## src/logic/pwm_timer_defines.svh

```systemverilog
// Register offsets, field positions and reset values of the PWM timer
`ifndef PWM_TIMER_DEFINES_SVH
`define PWM_TIMER_DEFINES_SVH

// ------------------------------------------------------------------
// Register offsets
// ------------------------------------------------------------------
`define PWM1_MODE_CONTROL_ADDR 8'hdc
`define PWM1_COUNTER_ADDR      8'hdd
`define PWM1_RELOAD_DUTY_ADDR  8'hde

// ------------------------------------------------------------------
// Mode register fields
// ------------------------------------------------------------------
`define PIN_OE_BIT             0
`define RES_LO_BIT             1
`define RES_HI_BIT             2
`define CLK_SRC_BIT            3
`define RATE_LO_BIT            4
`define RATE_HI_BIT            6
`define RUN_BIT                7

// ------------------------------------------------------------------
// Reset values
// ------------------------------------------------------------------
`define PWM1_MODE_CONTROL_RST  8'h00
`define PWM1_COUNTER_RST       8'h00
`define PWM1_RELOAD_DUTY_RST   8'h00

// ------------------------------------------------------------------
// Period masks: the counter overflows when its masked bits are all one
// ------------------------------------------------------------------
`define PERIOD_MASK_256        8'hff
`define PERIOD_MASK_64         8'h3f
`define PERIOD_MASK_32         8'h1f
`define PERIOD_MASK_16         8'h0f

// Exponent of the largest prescale divisor for each clock source
`define PRESC_EXP_CPU          4'h8
`define PRESC_EXP_HOSC         4'h7

`endif

```

## src/logic/pwm_timer_pkg.sv

```systemverilog
// Types shared by the PWM timer design
package pwm_timer_pkg;

    // PWM resolution, coded as the two-bit mode field
    typedef enum logic [1:0]
    {
        RES_256,
        RES_64,
        RES_32,
        RES_16
    } resolution_t;

    // One register byte
    typedef logic [7:0] reg_byte_t;

endpackage

```

## src/logic/pwm_timer_eight_bit.sv

```systemverilog
// Eight-bit auto-reload PWM timer driving one shared GPIO pin
//
// Contract
// 8-bit up counter, reload on overflow
// Period starts high, ends low
// Counter equals duty: output goes low
// Overflow ends period, output returns high
// Bits 2:1 pick 1/256, 1/64, 1/32, 1/16
// Overflow every 256, 64, 32, 16 counts
// Software keeps values inside resolution range
// Bit 3 picks instruction or high clock
// Instruction clock divided 256 down to 2
// High clock divided 128 down to 1
// Bit 7 stops or runs the timer
// Waveform only with run and output enable
// Bit 0 hands pin to PWM, else GPIO
// Software configures mode before enabling timer
// Software clears counter before enabling timer
// Duty change applies from next period
// Keeps running in low-power wakeup mode
// Counts per prescaled tick, holds when stopped
//
// The implementer's own choice: the address-and-strobe port.
`timescale 1ns/100ps

`include "pwm_timer_defines.svh"

module pwm_timer_eight_bit
(
    // Clock and reset
    input  wire logic       REF_CLK_IN,
    input  wire logic       SYS_RST_IN,
    // Register port
    input  wire logic [7:0] ADDR_IN,
    input  wire logic [7:0] WDATA_IN,
    input  wire logic       WR_IN,
    input  wire logic       RD_IN,
    output logic      [7:0] RDATA_OUT,
    // Clock source strobes, one cycle per source clock period
    input  wire logic       FCPU_TICK_IN,
    input  wire logic       FHOSC_TICK_IN,
    // GPIO setting of the shared pin
    input  wire logic       GPIO_DATA_IN,
    input  wire logic       GPIO_OE_IN,
    // Shared pin
    output logic            SHARED_PWM_PIN_OUT,
    output logic            SHARED_PWM_PIN_OE_OUT
);

    // ------------------------------------------------------------------
    // Register state
    // ------------------------------------------------------------------
    pwm_timer_pkg::reg_byte_t    mode_q;
    pwm_timer_pkg::reg_byte_t    count_q;
    pwm_timer_pkg::reg_byte_t    count_d;
    pwm_timer_pkg::reg_byte_t    reload_q;
    pwm_timer_pkg::reg_byte_t    duty_q;
    pwm_timer_pkg::reg_byte_t    presc_q;
    pwm_timer_pkg::reg_byte_t    presc_mask;
    pwm_timer_pkg::reg_byte_t    period_mask;
    pwm_timer_pkg::resolution_t  resolution;
    logic                        high_q;
    logic                        high_d;
    logic [3:0]                  presc_exp;
    logic [2:0]                  rate;
    logic                        timer_run_enable;
    logic                        clock_source_select;
    logic                        pwm_pin_output_enable;
    logic                        src_tick;
    logic                        tick;
    logic                        overflow;
    logic                        wr_mode;
    logic                        wr_count;
    logic                        wr_reload;

    // Strobes from the register port
    assign wr_mode   = WR_IN && (ADDR_IN == `PWM1_MODE_CONTROL_ADDR);
    assign wr_count  = WR_IN && (ADDR_IN == `PWM1_COUNTER_ADDR);
    assign wr_reload = WR_IN && (ADDR_IN == `PWM1_RELOAD_DUTY_ADDR);

    // Mode fields
    assign timer_run_enable      = mode_q[`RUN_BIT];
    assign clock_source_select   = mode_q[`CLK_SRC_BIT];
    assign pwm_pin_output_enable = mode_q[`PIN_OE_BIT];
    assign rate       = mode_q[`RATE_HI_BIT:`RATE_LO_BIT];
    assign resolution =
        pwm_timer_pkg::resolution_t'(mode_q[`RES_HI_BIT:`RES_LO_BIT]);

    // ------------------------------------------------------------------
    // Register file
    // ------------------------------------------------------------------

    // Mode register, fully read/write
    always_ff @(posedge REF_CLK_IN or posedge SYS_RST_IN)
    begin
        if (SYS_RST_IN)
            mode_q <= `PWM1_MODE_CONTROL_RST;
        else if (wr_mode)
            mode_q <= WDATA_IN;
    end

    // Reload register, write only; it sits as the first buffer stage
    always_ff @(posedge REF_CLK_IN or posedge SYS_RST_IN)
    begin
        if (SYS_RST_IN)
            reload_q <= `PWM1_RELOAD_DUTY_RST;
        else if (wr_reload)
            reload_q <= WDATA_IN;
    end

    // Read data stand one cycle after the strobe and only there
    always_ff @(posedge REF_CLK_IN or posedge SYS_RST_IN)
    begin
        if (SYS_RST_IN)
            RDATA_OUT <= 8'h00;
        else if (RD_IN && ADDR_IN == `PWM1_MODE_CONTROL_ADDR)
            RDATA_OUT <= mode_q;
        else if (RD_IN && ADDR_IN == `PWM1_COUNTER_ADDR)
            RDATA_OUT <= count_q;
        else
            RDATA_OUT <= 8'h00;  // Reload is write only; unmapped reads 0
    end

    // ------------------------------------------------------------------
    // Prescaler
    // ------------------------------------------------------------------

    // Divisor is a power of two; the exponent shrinks by one per code
    // step, and the high clock starts one step lower than the cpu clock
    assign src_tick  = clock_source_select ? FHOSC_TICK_IN
                                           : FCPU_TICK_IN;
    assign presc_exp = (clock_source_select ? `PRESC_EXP_HOSC
                                            : `PRESC_EXP_CPU)
                       - {1'b0, rate};
    assign presc_mask = 8'((9'h001 << presc_exp) - 9'h001);

    // Tick when the low exponent bits of the divider are all ones
    assign tick = timer_run_enable && src_tick
                  && ((presc_q & presc_mask) == presc_mask);

    // Divider restarts from zero while stopped, so the first tick interval
    // after enabling is as long as every later one
    always_ff @(posedge REF_CLK_IN or posedge SYS_RST_IN)
    begin
        if (SYS_RST_IN)
            presc_q <= 8'h00;
        else if (!timer_run_enable)
            presc_q <= 8'h00;
        else if (src_tick)
            presc_q <= presc_q + 8'h01;
    end

    // ------------------------------------------------------------------
    // Counter and period
    // ------------------------------------------------------------------

    // Period mask from the resolution field
    always_comb
    begin
        case (resolution)
            pwm_timer_pkg::RES_256: period_mask = `PERIOD_MASK_256;
            pwm_timer_pkg::RES_64:  period_mask = `PERIOD_MASK_64;
            pwm_timer_pkg::RES_32:  period_mask = `PERIOD_MASK_32;
            pwm_timer_pkg::RES_16:  period_mask = `PERIOD_MASK_16;
            default:                period_mask = `PERIOD_MASK_256;
        endcase
    end

    // Out-of-range values are not trapped; software keeps them legal
    assign overflow = tick
                      && ((count_q & period_mask) == period_mask);

    // Next count: a software write wins over counting
    always_comb
    begin
        if (wr_count)
            count_d = WDATA_IN;
        else if (overflow)
            count_d = reload_q;
        else if (tick)
            count_d = count_q + 8'h01;
        else
            count_d = count_q;
    end

    // No power-mode input gates this: counting goes on in low power
    always_ff @(posedge REF_CLK_IN or posedge SYS_RST_IN)
    begin
        if (SYS_RST_IN)
            count_q <= `PWM1_COUNTER_RST;
        else
            count_q <= count_d;
    end

    // Working duty copy; follows the reload register while stopped,
    // then only at overflow so a period never sees a torn duty
    always_ff @(posedge REF_CLK_IN or posedge SYS_RST_IN)
    begin
        if (SYS_RST_IN)
            duty_q <= `PWM1_RELOAD_DUTY_RST;
        else if (!timer_run_enable || overflow)
            duty_q <= reload_q;
    end

    // ------------------------------------------------------------------
    // Waveform
    // ------------------------------------------------------------------

    // High phase begins each period, ends when count meets duty
    always_comb
    begin
        if (!timer_run_enable)
            high_d = 1'b1;
        else if (overflow)
            high_d = 1'b1;
        else if (tick && count_d == duty_q)
            high_d = 1'b0;
        else
            high_d = high_q;
    end

    always_ff @(posedge REF_CLK_IN or posedge SYS_RST_IN)
    begin
        if (SYS_RST_IN)
            high_q <= 1'b1;
        else
            high_q <= high_d;
    end

    // ------------------------------------------------------------------
    // Shared pin
    // ------------------------------------------------------------------

    // Pin stays low while handed to PWM but the timer is stopped; the
    // GPIO settings are never copied, so clearing bit 0 restores them
    always_ff @(posedge REF_CLK_IN or posedge SYS_RST_IN)
    begin
        if (SYS_RST_IN)
        begin
            SHARED_PWM_PIN_OUT    <= 1'b0;
            SHARED_PWM_PIN_OE_OUT <= 1'b0;
        end
        else if (pwm_pin_output_enable)
        begin
            SHARED_PWM_PIN_OUT    <= timer_run_enable && high_q;
            SHARED_PWM_PIN_OE_OUT <= 1'b1;
        end
        else
        begin
            SHARED_PWM_PIN_OUT    <= GPIO_DATA_IN;
            SHARED_PWM_PIN_OE_OUT <= GPIO_OE_IN;
        end
    end

    // ------------------------------------------------------------------
    // Assertions
    // ------------------------------------------------------------------

    // Counter: reload, advance and hold
    AST_RELOAD: assert property (@(posedge REF_CLK_IN)
        disable iff (SYS_RST_IN)
        overflow && !wr_count |=> count_q == $past(reload_q))
        else $error("counter not reloaded at overflow");

    AST_COUNT_UP: assert property (@(posedge REF_CLK_IN)
        disable iff (SYS_RST_IN)
        tick && !overflow && !wr_count
        |=> count_q == $past(count_q) + 8'h01)
        else $error("counter did not advance on tick");

    AST_HOLD_STOPPED: assert property (@(posedge REF_CLK_IN)
        disable iff (SYS_RST_IN)
        !timer_run_enable && !wr_count |=> $stable(count_q))
        else $error("counter moved while stopped");

    // Waveform phases
    AST_HIGH_STOPPED: assert property (@(posedge REF_CLK_IN)
        disable iff (SYS_RST_IN)
        !timer_run_enable |=> high_q)
        else $error("high phase not armed while stopped");

    AST_HIGH_AFTER_OVF: assert property (@(posedge REF_CLK_IN)
        disable iff (SYS_RST_IN)
        overflow && pwm_pin_output_enable && !wr_mode
        |=> ##1 SHARED_PWM_PIN_OUT)
        else $error("pin not high at period start");

    AST_LOW_AT_DUTY: assert property (@(posedge REF_CLK_IN)
        disable iff (SYS_RST_IN)
        tick && !overflow && !wr_count && count_q + 8'h01 == duty_q
        |=> !high_q)
        else $error("high phase did not end at duty");

    // Period length for each resolution
    AST_PERIOD_256: assert property (@(posedge REF_CLK_IN)
        disable iff (SYS_RST_IN)
        tick && resolution == pwm_timer_pkg::RES_256
        && count_q == 8'hff |-> overflow)
        else $error("no overflow at 256-count boundary");

    AST_PERIOD_64: assert property (@(posedge REF_CLK_IN)
        disable iff (SYS_RST_IN)
        tick && resolution == pwm_timer_pkg::RES_64
        && count_q[5:0] == 6'h3f |-> overflow)
        else $error("no overflow at 64-count boundary");

    AST_PERIOD_32: assert property (@(posedge REF_CLK_IN)
        disable iff (SYS_RST_IN)
        tick && resolution == pwm_timer_pkg::RES_32
        && count_q[4:0] == 5'h1f |-> overflow)
        else $error("no overflow at 32-count boundary");

    AST_PERIOD_16: assert property (@(posedge REF_CLK_IN)
        disable iff (SYS_RST_IN)
        tick && resolution == pwm_timer_pkg::RES_16 && count_q[3:0] == 4'hf
        |-> overflow)
        else $error("no overflow at 16-count boundary");

    // A wrong mask would cut the period short
    AST_NO_EARLY_OVF: assert property (@(posedge REF_CLK_IN)
        disable iff (SYS_RST_IN)
        tick && resolution == pwm_timer_pkg::RES_16
        && count_q[3:0] != 4'hf |-> !overflow)
        else $error("overflow before 16-count boundary");

    // Prescaler and clock source
    AST_CPU_SOURCE: assert property (@(posedge REF_CLK_IN)
        disable iff (SYS_RST_IN)
        tick && !clock_source_select |-> FCPU_TICK_IN)
        else $error("tick without instruction clock");

    AST_CPU_DIV2: assert property (@(posedge REF_CLK_IN)
        disable iff (SYS_RST_IN)
        timer_run_enable && !clock_source_select && rate == 3'h7
        && FCPU_TICK_IN && !presc_q[0] |-> !tick)
        else $error("instruction clock not divided by two");

    AST_HOSC_DIV1: assert property (@(posedge REF_CLK_IN)
        disable iff (SYS_RST_IN)
        timer_run_enable && clock_source_select && rate == 3'h7
        && FHOSC_TICK_IN |-> tick)
        else $error("high clock not passed undivided");

    // Duty copy and shared pin
    AST_DUTY_HELD: assert property (@(posedge REF_CLK_IN)
        disable iff (SYS_RST_IN)
        timer_run_enable && !wr_mode && !overflow |=> $stable(duty_q))
        else $error("duty changed inside a period");

    AST_PIN_GATED: assert property (@(posedge REF_CLK_IN)
        disable iff (SYS_RST_IN)
        pwm_pin_output_enable && !timer_run_enable
        |=> !SHARED_PWM_PIN_OUT)
        else $error("pin driven while timer stopped");

    AST_OE_PWM: assert property (@(posedge REF_CLK_IN)
        disable iff (SYS_RST_IN)
        pwm_pin_output_enable |=> SHARED_PWM_PIN_OE_OUT)
        else $error("pin not driven while handed to PWM");

    AST_PIN_GPIO: assert property (@(posedge REF_CLK_IN)
        disable iff (SYS_RST_IN)
        !pwm_pin_output_enable |=> SHARED_PWM_PIN_OUT == $past(GPIO_DATA_IN)
        && SHARED_PWM_PIN_OE_OUT == $past(GPIO_OE_IN))
        else $error("pin not returned to GPIO");

endmodule

```

## config.mk

```make
export PLATFORM = sky130hd
export DESIGN_NAME = pwm_timer_eight_bit
export DESIGN_NICKNAME = d
export VERILOG_FILES = /design/src/logic/pwm_timer_pkg.sv /design/src/logic/pwm_timer_eight_bit.sv
export VERILOG_INCLUDE_DIRS = /design/src /design/src/logic
export SDC_FILE = /design/constraint.sdc
export NUM_CORES = 1
export LEC_CHECK = 0
export ABC_AREA = 1
export BUFFER_PORTS_ARGS = -buffer_cell sky130_fd_sc_hd__buf_4
export CAP_MARGIN = 20
export CORE_MARGIN = 3
export CORE_UTILIZATION = 50
export CTS_CLUSTER_SIZE = 16
export DETAILED_ROUTE_END_ITERATION = 8
export PLACE_DENSITY = 0.72
export SLEW_MARGIN = 15
export SYNTH_ARGS = -nofsm -noshare
export SYNTH_HDL_FRONTEND = slang
export SYNTH_SLANG_ARGS = --single-unit
```

## constraint.sdc

```tcl
create_clock -name REF_CLK_IN -period 3.5 [get_ports REF_CLK_IN]
set_clock_uncertainty 0.15 [all_clocks]
set_input_delay 0 -clock REF_CLK_IN [delete_from_list [all_inputs] [get_ports REF_CLK_IN]]
set_output_delay 0 -clock REF_CLK_IN [all_outputs]
set_load 0.02 [all_outputs]
```

==> results of run 1 <==
## cells by family after synthesis
group	count (synthesis)	share of synthesized area [%]
and+or+nand+nor	191	30.7
AOI/OAI and AO/OA	62	11.9
DFF	51	43.0
xor gates and xnor gates	6	1.77
adders and majority gates	7	3.20
buffers and inverters	72	9.44
## power by group through the flow
stage / Combinational (mW) / Clock (mW) / Sequential (mW)
after floorplan: 0.188 / 0 / 0.634
after global placement: 0.268 / 0 / 0.635
after detailed placement: 0.273 / 0 / 0.635
after CTS: 0.291 / 0.363 / 0.624
after global routing: 0.345 / 0.387 / 0.627
final: 0.309 / 0.358 / 0.624
## Yosys cell counts
cell type	number	share of area (%)
nand2_1	105	13
inv_1	63	8.0
dfrtp_1	50	42
o21ai_0	29	4.9
nand3_1	28	4.7
nor2_1	21	2.7
a21oi_1	12	2.0
nor3_1	8	1.3
o22ai_1	8	1.7
nand2_2	7	1.5
ha_1	6	2.5
xor2_1	6	1.8
nand4_1	5	1.1
nand3_2	4	1.3
o21ai_2	4	1.2
clkbuf_1	3	0.38
inv_2	3	0.38
o21ai_1	3	0.51
a21oi_2	2	0.59
nand3_4	2	1.2
nor2_2	2	0.42
nor2_4	2	0.76
nor3b_1	2	0.51
o211ai_1	2	0.51
a22o_1	1	0.29
buf_6	1	0.38
clkinv_1	1	0.13
dfstp_2	1	0.88
fa_1	1	0.67
inv_4	1	0.21
nand2_4	1	0.38
nand3b_1	1	0.25
nand4_2	1	0.42
nor2_8	1	0.67
o21bai_1	1	0.25
or2_2	1	0.21
## final timing paths
| path | start | end | slack [ns] | cells after the start |
|---|---|---|---|---|
| max | mode_q[3]$_DFFE_PP0P_ | high_q$_DFFE_PP1P_ | 0.08 | 27 |
| min | FHOSC_TICK_IN | presc_q[1]$_DFFE_PP0P_ | 0.04 | 5 |
| max reg2reg | mode_q[3]$_DFFE_PP0P_ | high_q$_DFFE_PP1P_ | 0.08 | 27 |
| min reg2reg | high_q$_DFFE_PP1P_ | high_q$_DFFE_PP1P_ | 0.34 | 2 |
| max in group asynchronous | SYS_RST_IN | high_q$_DFFE_PP1P_ | 2.57 | 4 |
| min in group asynchronous | SYS_RST_IN | SHARED_PWM_PIN_OUT$_DFF_PP0_ | 0.06 | 3 |
## state kept, by name, indices dropped and copies added (netlist names)
signal / flops
mode_q: 8
count_q: 8
presc_q: 8
reload_q: 8
SHARED_PWM_PIN_OE_OUT: 1
SHARED_PWM_PIN_OUT: 1
high_q: 1
duty_q: 8
RDATA_OUT: 8
## metrics by stage
step	cells	total power, mW	setup TNS (ns)
6_report	528	1.29	0
5_1_grt	528	1.36	-0.248
4_1_cts	527	1.28	0
3_5_place_dp	503	0.908	-0.0863
3_3_place_gp	503	0.902	0
2_1_floorplan	389	0.822	0
## timing repair
| item | in CTS | in global routing |
|---|---|---|
| endpoints found under the setup margin | 1 | 2 |
| hold endpoints to repair | 77 | 0 |
| pin swaps | 4 | 9 |
| hold buffers | 13 | 0 |
| gates cloned | 1 | 0 |
| buffers inserted | 2 | 0 |
| gates resized for setup | 5 | 15 |
## per-layer routing
metal / share of wire (%) / wire length [um] / GRT usage (%)
met5: 0 / 0 / 0
met2: 48 / 3510 / 35.1
met4: 2.3 / 169 / 6.84
met1: 44 / 3190 / 28.3
met3: 5.3 / 383 / 3.47
## area by class of cell
type / instances / area share, %
clock buffers: 7 / 2.31
clock inverters: 1 / 0.234
inverters: 68 / 6.89
multi-input cells: 267 / 40.0
flip-flops and latches: 51 / 34.1
well taps: 72 / 2.41
repair buffers: 62 / 14.1
## cells in the final DEF, fill, tap and decap left out, types with 2 or more instances in the layout
cell,count
a21oi_1,10
a21oi_2,3
buf_12,2
buf_4,46
clkbuf_8,6
dfrtp_1,50
dlygate4sd3_1,13
ha_1,4
inv_1,61
inv_2,5
nand2_1,99
nand2_2,13
nand3_1,26
nand3_2,6
nand3_4,3
nand4_1,5
nor2_1,19
nor2_2,4
nor2_4,2
nor3_1,8
nor3b_1,2
o211ai_1,2
o21ai_0,29
o21ai_1,3
o21ai_2,4
o22ai_1,8
xor2_1,6
## worst min-delay path, delay by kind of cell
| kind | cells | cell delay (ns) |
|---|---|---|
| buffers and inverters | 1 | 0.08 |
| AND/OR/NAND/NOR | 4 | 0.37 |
==> flow_summary.yaml, run 1 <==
outcome:
  outcome: "complete, no violations"
synth:
  synthesis.area_um2: 2970
  yosysWarnings: 0
  syn_area_per_cell_um2: 7.64
  synth.net_count: 420
  yosys_register_bits: 51
  synth_cells: 389
  yosysUniqueCellTypes: 36
  yosysSeqAreaShare_pct: 43.0
clock_network:
  cts_tree: "built"
  cts_buffer_depth: 2
  cts_made_buffers: 5
  cts_root_buf: "clkbuf_8"
  clk_latency_ns: 0.30
  clk_pin_slew_worst_paths_ns: 0.09
  htreeDepth: 2
  cts.sinks: 51
sta:
  fmaxAchievable_mhz: 292
  rsz0062_at_grt: "yes"
  whs_ns: 0.0372
  maxSlewHeadroom_pct: 59.7
  hold_viol_final: 0
  post-route-period-util_pct: 97.7
  layout_min_cycle_time_ns: 3.42
  tightestPinTransition_ns: 0.602
  setup_viol: 0
  finalMaxSlewViolations: 0
  worst_slack_ns: 0.0801
finish:
  final_layout_size_suffix_gt1_share_pct: 23.5
  fin_nets: 486
  diodes: 0
  ff_latch_area_um2: 1280
  layout-area-overhead-vs-synth_pct: 26.0
  fin_area_um2: 3740
  nFillCells: 501
  multi_input_area_um2: 1500
  finalCoreUtilization_pct: 66.4
setup_path:
  slowest_delay_ns: 0.40
  endpoint_kind: "flop"
  path_max_fanout: 6
  timing.critical_path.mode_cell: "nand2_1"
  worstPathArrival_ns: 3.51
  cp_top_family: "simple AND/OR/NAND/NOR gates"
  startpoint_type: "flop"
  required_ns: 3.59
  worst-setup-path-type: "reg -> reg"
  cpMaxStageDelayCell: "dfrtp_1"
  path_buf_inv: 3
global_routing:
  antenna_found_initial: 0
  grt_max_degree: 52
  grt_pass1_vias: 2671
  grt_pass1_wl_um: 12200
  grt-ovfl-total: 0
  grtUsageTotal_pct: 21.2
pwr:
  power_density_nw_per_um2: 345
  p_clk_share_pct: 27.7
  power_frac_seq_pct: 48.3
  sw_frac_of_total_pct: 31.1
  p_leak_nw: 1.85
  power_frac_comb_pct: 23.9
  p_int_mw: 0.890
  p_switching_mw: 0.401
  vdd_drop_max_uv: 228
drt:
  avgViaCountPerCell: 5.32
  drt_pass1_iterations: 4
  wirelength_um: 7250
  ant_nets: 0
  drc: 0
  num_vias: 2809
  routedWlPerCell_um: 13.7
  drt_iter0_drc: 230
floorplanning:
  ios: 34
  dieArea_um2: 6900
  rows: 27
  initial_core_util_pct: 52.7
  die_x_um: 83.1
  die_y_um: 83.1
  core_area_um2: 5640
run:
  maxCapViolations: 0
placement:
  dp_slack_ns: -0.0863
  place_congestion: 0.906
  dp_hpwl_um: 5300
  portBuffers: 33
  dpl_cell_area_um2: 3400
worst_hold_path:
  holdCritPathClass: "in -> reg"
(Power assumes the default switching activity.)
==> inputs of run 2 (changes only) <==
--- a/config.mk
+++ b/config.mk
@@ -9,11 +9,11 @@
 export ABC_AREA = 1
 export BUFFER_PORTS_ARGS = -buffer_cell sky130_fd_sc_hd__buf_4
 export CAP_MARGIN = 20
-export CORE_MARGIN = 3
+export CORE_MARGIN = 4
 export CORE_UTILIZATION = 50
 export CTS_CLUSTER_SIZE = 16
 export DETAILED_ROUTE_END_ITERATION = 8
-export PLACE_DENSITY = 0.72
+export PLACE_DENSITY = 0.69
 export SLEW_MARGIN = 15
 export SYNTH_ARGS = -nofsm -noshare
 export SYNTH_HDL_FRONTEND = slang
==> constraint.sdc (replaced) <==
create_clock -name REF_CLK_IN -period 3.75 [get_ports REF_CLK_IN]
set_clock_uncertainty 0.15 [all_clocks]
set_input_delay 0 -clock REF_CLK_IN [delete_from_list [all_inputs] [get_ports REF_CLK_IN]]
set_output_delay 0 -clock REF_CLK_IN [all_outputs]
set_load 0.02 [all_outputs]
==> flow_summary.yaml, run 2 (synthesis results as in run 1) <==
outcome:
  outcome: "complete, no violations"
pwr:
  sw_frac_of_total_pct: 29.5
  power_frac_comb_pct: 23.5
  vdd_drop_max_uv: 290
  power_density_nw_per_um2: 332
  p_int_mw: 0.877
  total_power_mw: 1.24
  power_frac_seq_pct: 47.1
  p_leak_nw: 1.84
  p_clk_share_pct: 29.5
  p_switching_mw: 0.367
finish:
  nFillCells: 485
  layout-area-overhead-vs-synth_pct: 26.2
  final_cells: 528
  final_cell_mix: "nand2_1, inv_1, buf_4"
  diodes: 0
  final_layout_size_suffix_gt1_share_pct: 23.2
  mostFrequentLayoutCell: "nand2_1"
  finalCoreUtilization_pct: 66.4
  fin_area_um2: 3750
  fin_nets: 487
global_routing:
  grtUsageTotal_pct: 20.4
  grt_pass1_wl_um: 11900
  grt-ovfl-total: 0
  grt_pass1_vias: 2526
  antenna_found_initial: 0
  grt_max_degree: 52
sta:
  hold_viol_final: 0
  maxSlewHeadroom_pct: 41.8
  post-route-period-util_pct: 94.4
  layout_min_cycle_time_ns: 3.54
  worst_slack_ns: 0.210
  setup_viol: 0
  finalMaxSlewViolations: 0
  tightestPinTransition_ns: 0.873
  whs_ns: 0.0568
  fin_setup_tns_ns: 0
  fmaxAchievable_mhz: 283
drt:
  ant_nets: 0
  drc: 0
  routedWlPerCell_um: 13.8
  num_vias: 2700
  drt_iter0_drc: 158
  wirelength_um: 7310
  avgViaCountPerCell: 5.11
  drt_pass1_iterations: 4
clock_network:
  clk_latency_ns: 0.30
  cts_made_buffers: 5
  clk_pin_slew_worst_paths_ns: 0.09
  cts_tree: "built"
  cts_root_buf: "clkbuf_8"
  htreeDepth: 2
  cts.sinks: 51
  cts_buffer_depth: 2
floorplanning:
  die_y_um: 85.1
  dieArea_um2: 7240
  die_x_um: 85.1
  rows: 27
  initial_core_util_pct: 52.7
  core_area_um2: 5640
  ios: 34
placement:
  dpl_cell_area_um2: 3310
  portBuffers: 33
  place_congestion: 0.861
  dp_hpwl_um: 5330
  dp_cells: 493
  dp_slack_ns: 0.0929
worst_hold_path:
  holdCritPathClass: "in -> reg"
run:
  maxCapViolations: 0
setup_path:
  path_max_fanout: 7
  worst-setup-path-type: "reg -> reg"
  endpoint_kind: "flop"
  startpoint_type: "flop"
  worstPathArrival_ns: 3.63
  required_ns: 3.84
run 2: cell type report:
class	instances	area, um^2	area share, %
clock inverters	1	30.0	0.801
multi-input cells	267	1510	40.3
inverters	68	259	6.91
clock buffers	6	72.6	1.94
flip-flops and latches	51	1280	34.1
repair buffers	63	505	13.5
well taps	72	90.1	2.40
run 2: timing repair:
item / in CTS / in global routing
setup buffers: 0 / 14
hold buffers: 13 / 0
hold endpoints to repair: 77 / 0
resized for setup: 0 / 20
endpoints found under the setup margin: 0 / 1
run 2: metal layers:
metal | vias to the layer above | share of wire [%] | global-route usage, %
met2 | 50 | 49 | 34.7
met5 | - | 0 | 0
met1 | 1260 | 46 | 27.3
met3 | 10 | 3.4 | 3.11
met4 | 0 | 1.4 | 4.60
li1 | 1380 | - | -
run 2: worst max-delay path, stage by stage (launching register included):
cell     delay, ns
dfrtp_2       0.45
ha_4          0.18
fa_2          0.59
nand2_1       0.08
inv_2         0.08
nand2_1       0.07
ha_1          0.28
nor2_1        0.05
nor2_2        0.08
nand2_2       0.07
nor2_4        0.12
nand3_4       0.09
nor2_8        0.16
nand3_4       0.13
nor2_4        0.25
buf_4         0.16
o21ai_2       0.06
nand3_1       0.08
nand2_1       0.06
nor2_1        0.12
nand3_1       0.08
nand2_1       0.06
nand2_1       0.05
run 2: power by group through the flow:
| stage | Sequential [mW] | Clock [mW] | Combinational [mW] |
|---|---|---|---|
| final | 0.585 | 0.367 | 0.292 |
| after CTS | 0.584 | 0.375 | 0.250 |
| after detailed placement | 0.595 | 0 | 0.239 |
| after global routing | 0.588 | 0.397 | 0.326 |
| after global placement | 0.594 | 0 | 0.232 |
| after floorplan | 0.592 | 0 | 0.176 |
run 2: final timing paths:
check	from	end	slack, ns	cells past startpoint
max	mode_q[4]$_DFFE_PP0P_	high_q$_DFFE_PP1P_	0.21	22
min in group asynchronous	SYS_RST_IN	mode_q[1]$_DFFE_PP0P_	0.26	3
min	FHOSC_TICK_IN	presc_q[1]$_DFFE_PP0P_	0.06	5
max reg2reg	mode_q[4]$_DFFE_PP0P_	high_q$_DFFE_PP1P_	0.21	22
max in group asynchronous	SYS_RST_IN	mode_q[4]$_DFFE_PP0P_	2.61	3
min reg2reg	high_q$_DFFE_PP1P_	high_q$_DFFE_PP1P_	0.35	2
==> inputs of run 3 (changes only) <==
--- a/config.mk
+++ b/config.mk
@@ -10,10 +10,10 @@
 export BUFFER_PORTS_ARGS = -buffer_cell sky130_fd_sc_hd__buf_4
 export CAP_MARGIN = 20
 export CORE_MARGIN = 4
-export CORE_UTILIZATION = 50
+export CORE_UTILIZATION = 40
 export CTS_CLUSTER_SIZE = 16
 export DETAILED_ROUTE_END_ITERATION = 8
-export PLACE_DENSITY = 0.69
+export PLACE_DENSITY = 0.57
 export SLEW_MARGIN = 15
 export SYNTH_ARGS = -nofsm -noshare
 export SYNTH_HDL_FRONTEND = slang
==> flow_summary.yaml, run 3 (synthesis results as in run 1) <==
outcome:
  outcome: "complete, no violations"
clock_network:
  cts_made_buffers: 5
  clk_pin_slew_worst_paths_ns: 0.09
  cts.sinks: 51
  htreeDepth: 2
  cts_root_buf: "clkbuf_8"
  cts_tree: "built"
  cts_buffer_depth: 2
  clk_latency_ns: 0.31
sta:
  post-route-period-util_pct: 96.7
  fin_setup_tns_ns: 0
  fmaxAchievable_mhz: 276
  rsz0062_at_grt: "yes"
  finalMaxSlewViolations: 0
  layout_min_cycle_time_ns: 3.63
  whs_ns: 0.0252
  hold_viol_final: 0
  worst_slack_ns: 0.124
  setup_viol: 0
  tightestPinTransition_ns: 0.654
  maxSlewHeadroom_pct: 56.4
setup_path:
  worstPathArrival_ns: 3.73
  startpoint_type: "flop"
  required_ns: 3.85
  endpoint_kind: "flop"
  cpMaxStageDelayCell: "dfrtp_1"
  slowest_delay_ns: 0.43
  reg2reg_depth: 27
  path_max_fanout: 6
  worst-setup-path-type: "reg -> reg"
  timing.critical_path.mode_cell: "nand2_1"
global_routing:
  grt_pass1_wl_um: 12500
  grt_max_degree: 52
  grtUsageTotal_pct: 18.2
  grt_pass1_vias: 2647
  grt-ovfl-total: 0
  antenna_found_initial: 0
placement:
  dpl_cell_area_um2: 3340
  dp_cells: 520
  dp_hpwl_um: 5420
  portBuffers: 33
  place_congestion: 0.802
  dp_slack_ns: 0.0458
pwr:
  power_density_nw_per_um2: 321
  vdd_drop_max_uv: 144
  p_leak_nw: 1.83
  total_power_mw: 1.21
floorplanning:
  ios: 34
  dieArea_um2: 8870
  initial_core_util_pct: 41.0
  core_area_um2: 7250
  rows: 31
  die_x_um: 94.2
  die_y_um: 94.2
finish:
  diodes: 0
  fin_nets: 483
  final_cell_mix: "nand2_1, inv_1, dfrtp_1"
  mostFrequentLayoutCell: "nand2_1"
  final_cells: 552
  finalCoreUtilization_pct: 51.8
  final_layout_size_suffix_gt1_share_pct: 23.6
  layout-area-overhead-vs-synth_pct: 26.6
  fin_area_um2: 3760
worst_hold_path:
  holdCritPathClass: "in -> reg"
  whs_path_depth: 5
drt:
  drt_pass1_iterations: 4
  drc: 0
  wirelength_um: 7390
  avgViaCountPerCell: 4.79
  ant_nets: 0
  routedWlPerCell_um: 13.4
  drt_iter0_drc: 109
  num_vias: 2646
run:
  maxCapViolations: 0
run 3: what timing repair did:
action	4_1_cts	5_1_grt
setup endpoints to repair	0	9
endpoints found under the hold margin	78	0
hold buffers	13	0
buffers inserted	0	10
resized for setup	0	24
run 3: metal layers:
metal / wire (um) / track usage (%) / up-vias
li1: - / - / 1375
met1: 3300 / 22.7 / 1217
met2: 3750 / 31.7 / 44
met3: 215 / 3.45 / 10
met4: 126 / 5.54 / 0
met5: 0 / 0 / -
run 3: worst max-delay path: cells and delay by family, from the launching register on:
kind,cells,cell delay [ns]
simple gates,20,1.69
buf+inv,3,0.29
fa+ha+maj,3,0.85
flops,1,0.43
compound gates,1,0.15
run 3: final cells by class:
type | instances | area [um^2]
Multi-Input combinational cell | 267 | 1520
Inverter | 68 | 260
Timing Repair Buffer | 59 | 479
Clock buffer | 6 | 82.6
Tap cell | 99 | 124
Sequential cell | 51 | 1280
Clock inverter | 2 | 13.8
Fill cell | 729 | 3490
run 3: final timing paths:
check | startpoint | end | slack [ns]
setup / recovery | mode_q[4]$_DFFE_PP0P_ | high_q$_DFFE_PP1P_ | 0.12
hold / removal | FHOSC_TICK_IN | presc_q[1]$_DFFE_PP0P_ | 0.03
setup reg to reg | mode_q[4]$_DFFE_PP0P_ | high_q$_DFFE_PP1P_ | 0.12
hold reg to reg | mode_q[1]$_DFFE_PP0P_ | mode_q[1]$_DFFE_PP0P_ | 0.34
max in group asynchronous | SYS_RST_IN | count_q[1]$_DFF_PP0_ | 2.75
min in group asynchronous | SYS_RST_IN | presc_q[1]$_DFFE_PP0P_ | 0.27
run 3: power breakdown:
group,internal [mW],total (mW),switching [mW]
clock,0.151,0.341,0.190
sequential,0.568,0.583,0.0151
combinational,0.107,0.281,0.174
total,0.826,1.21,0.379
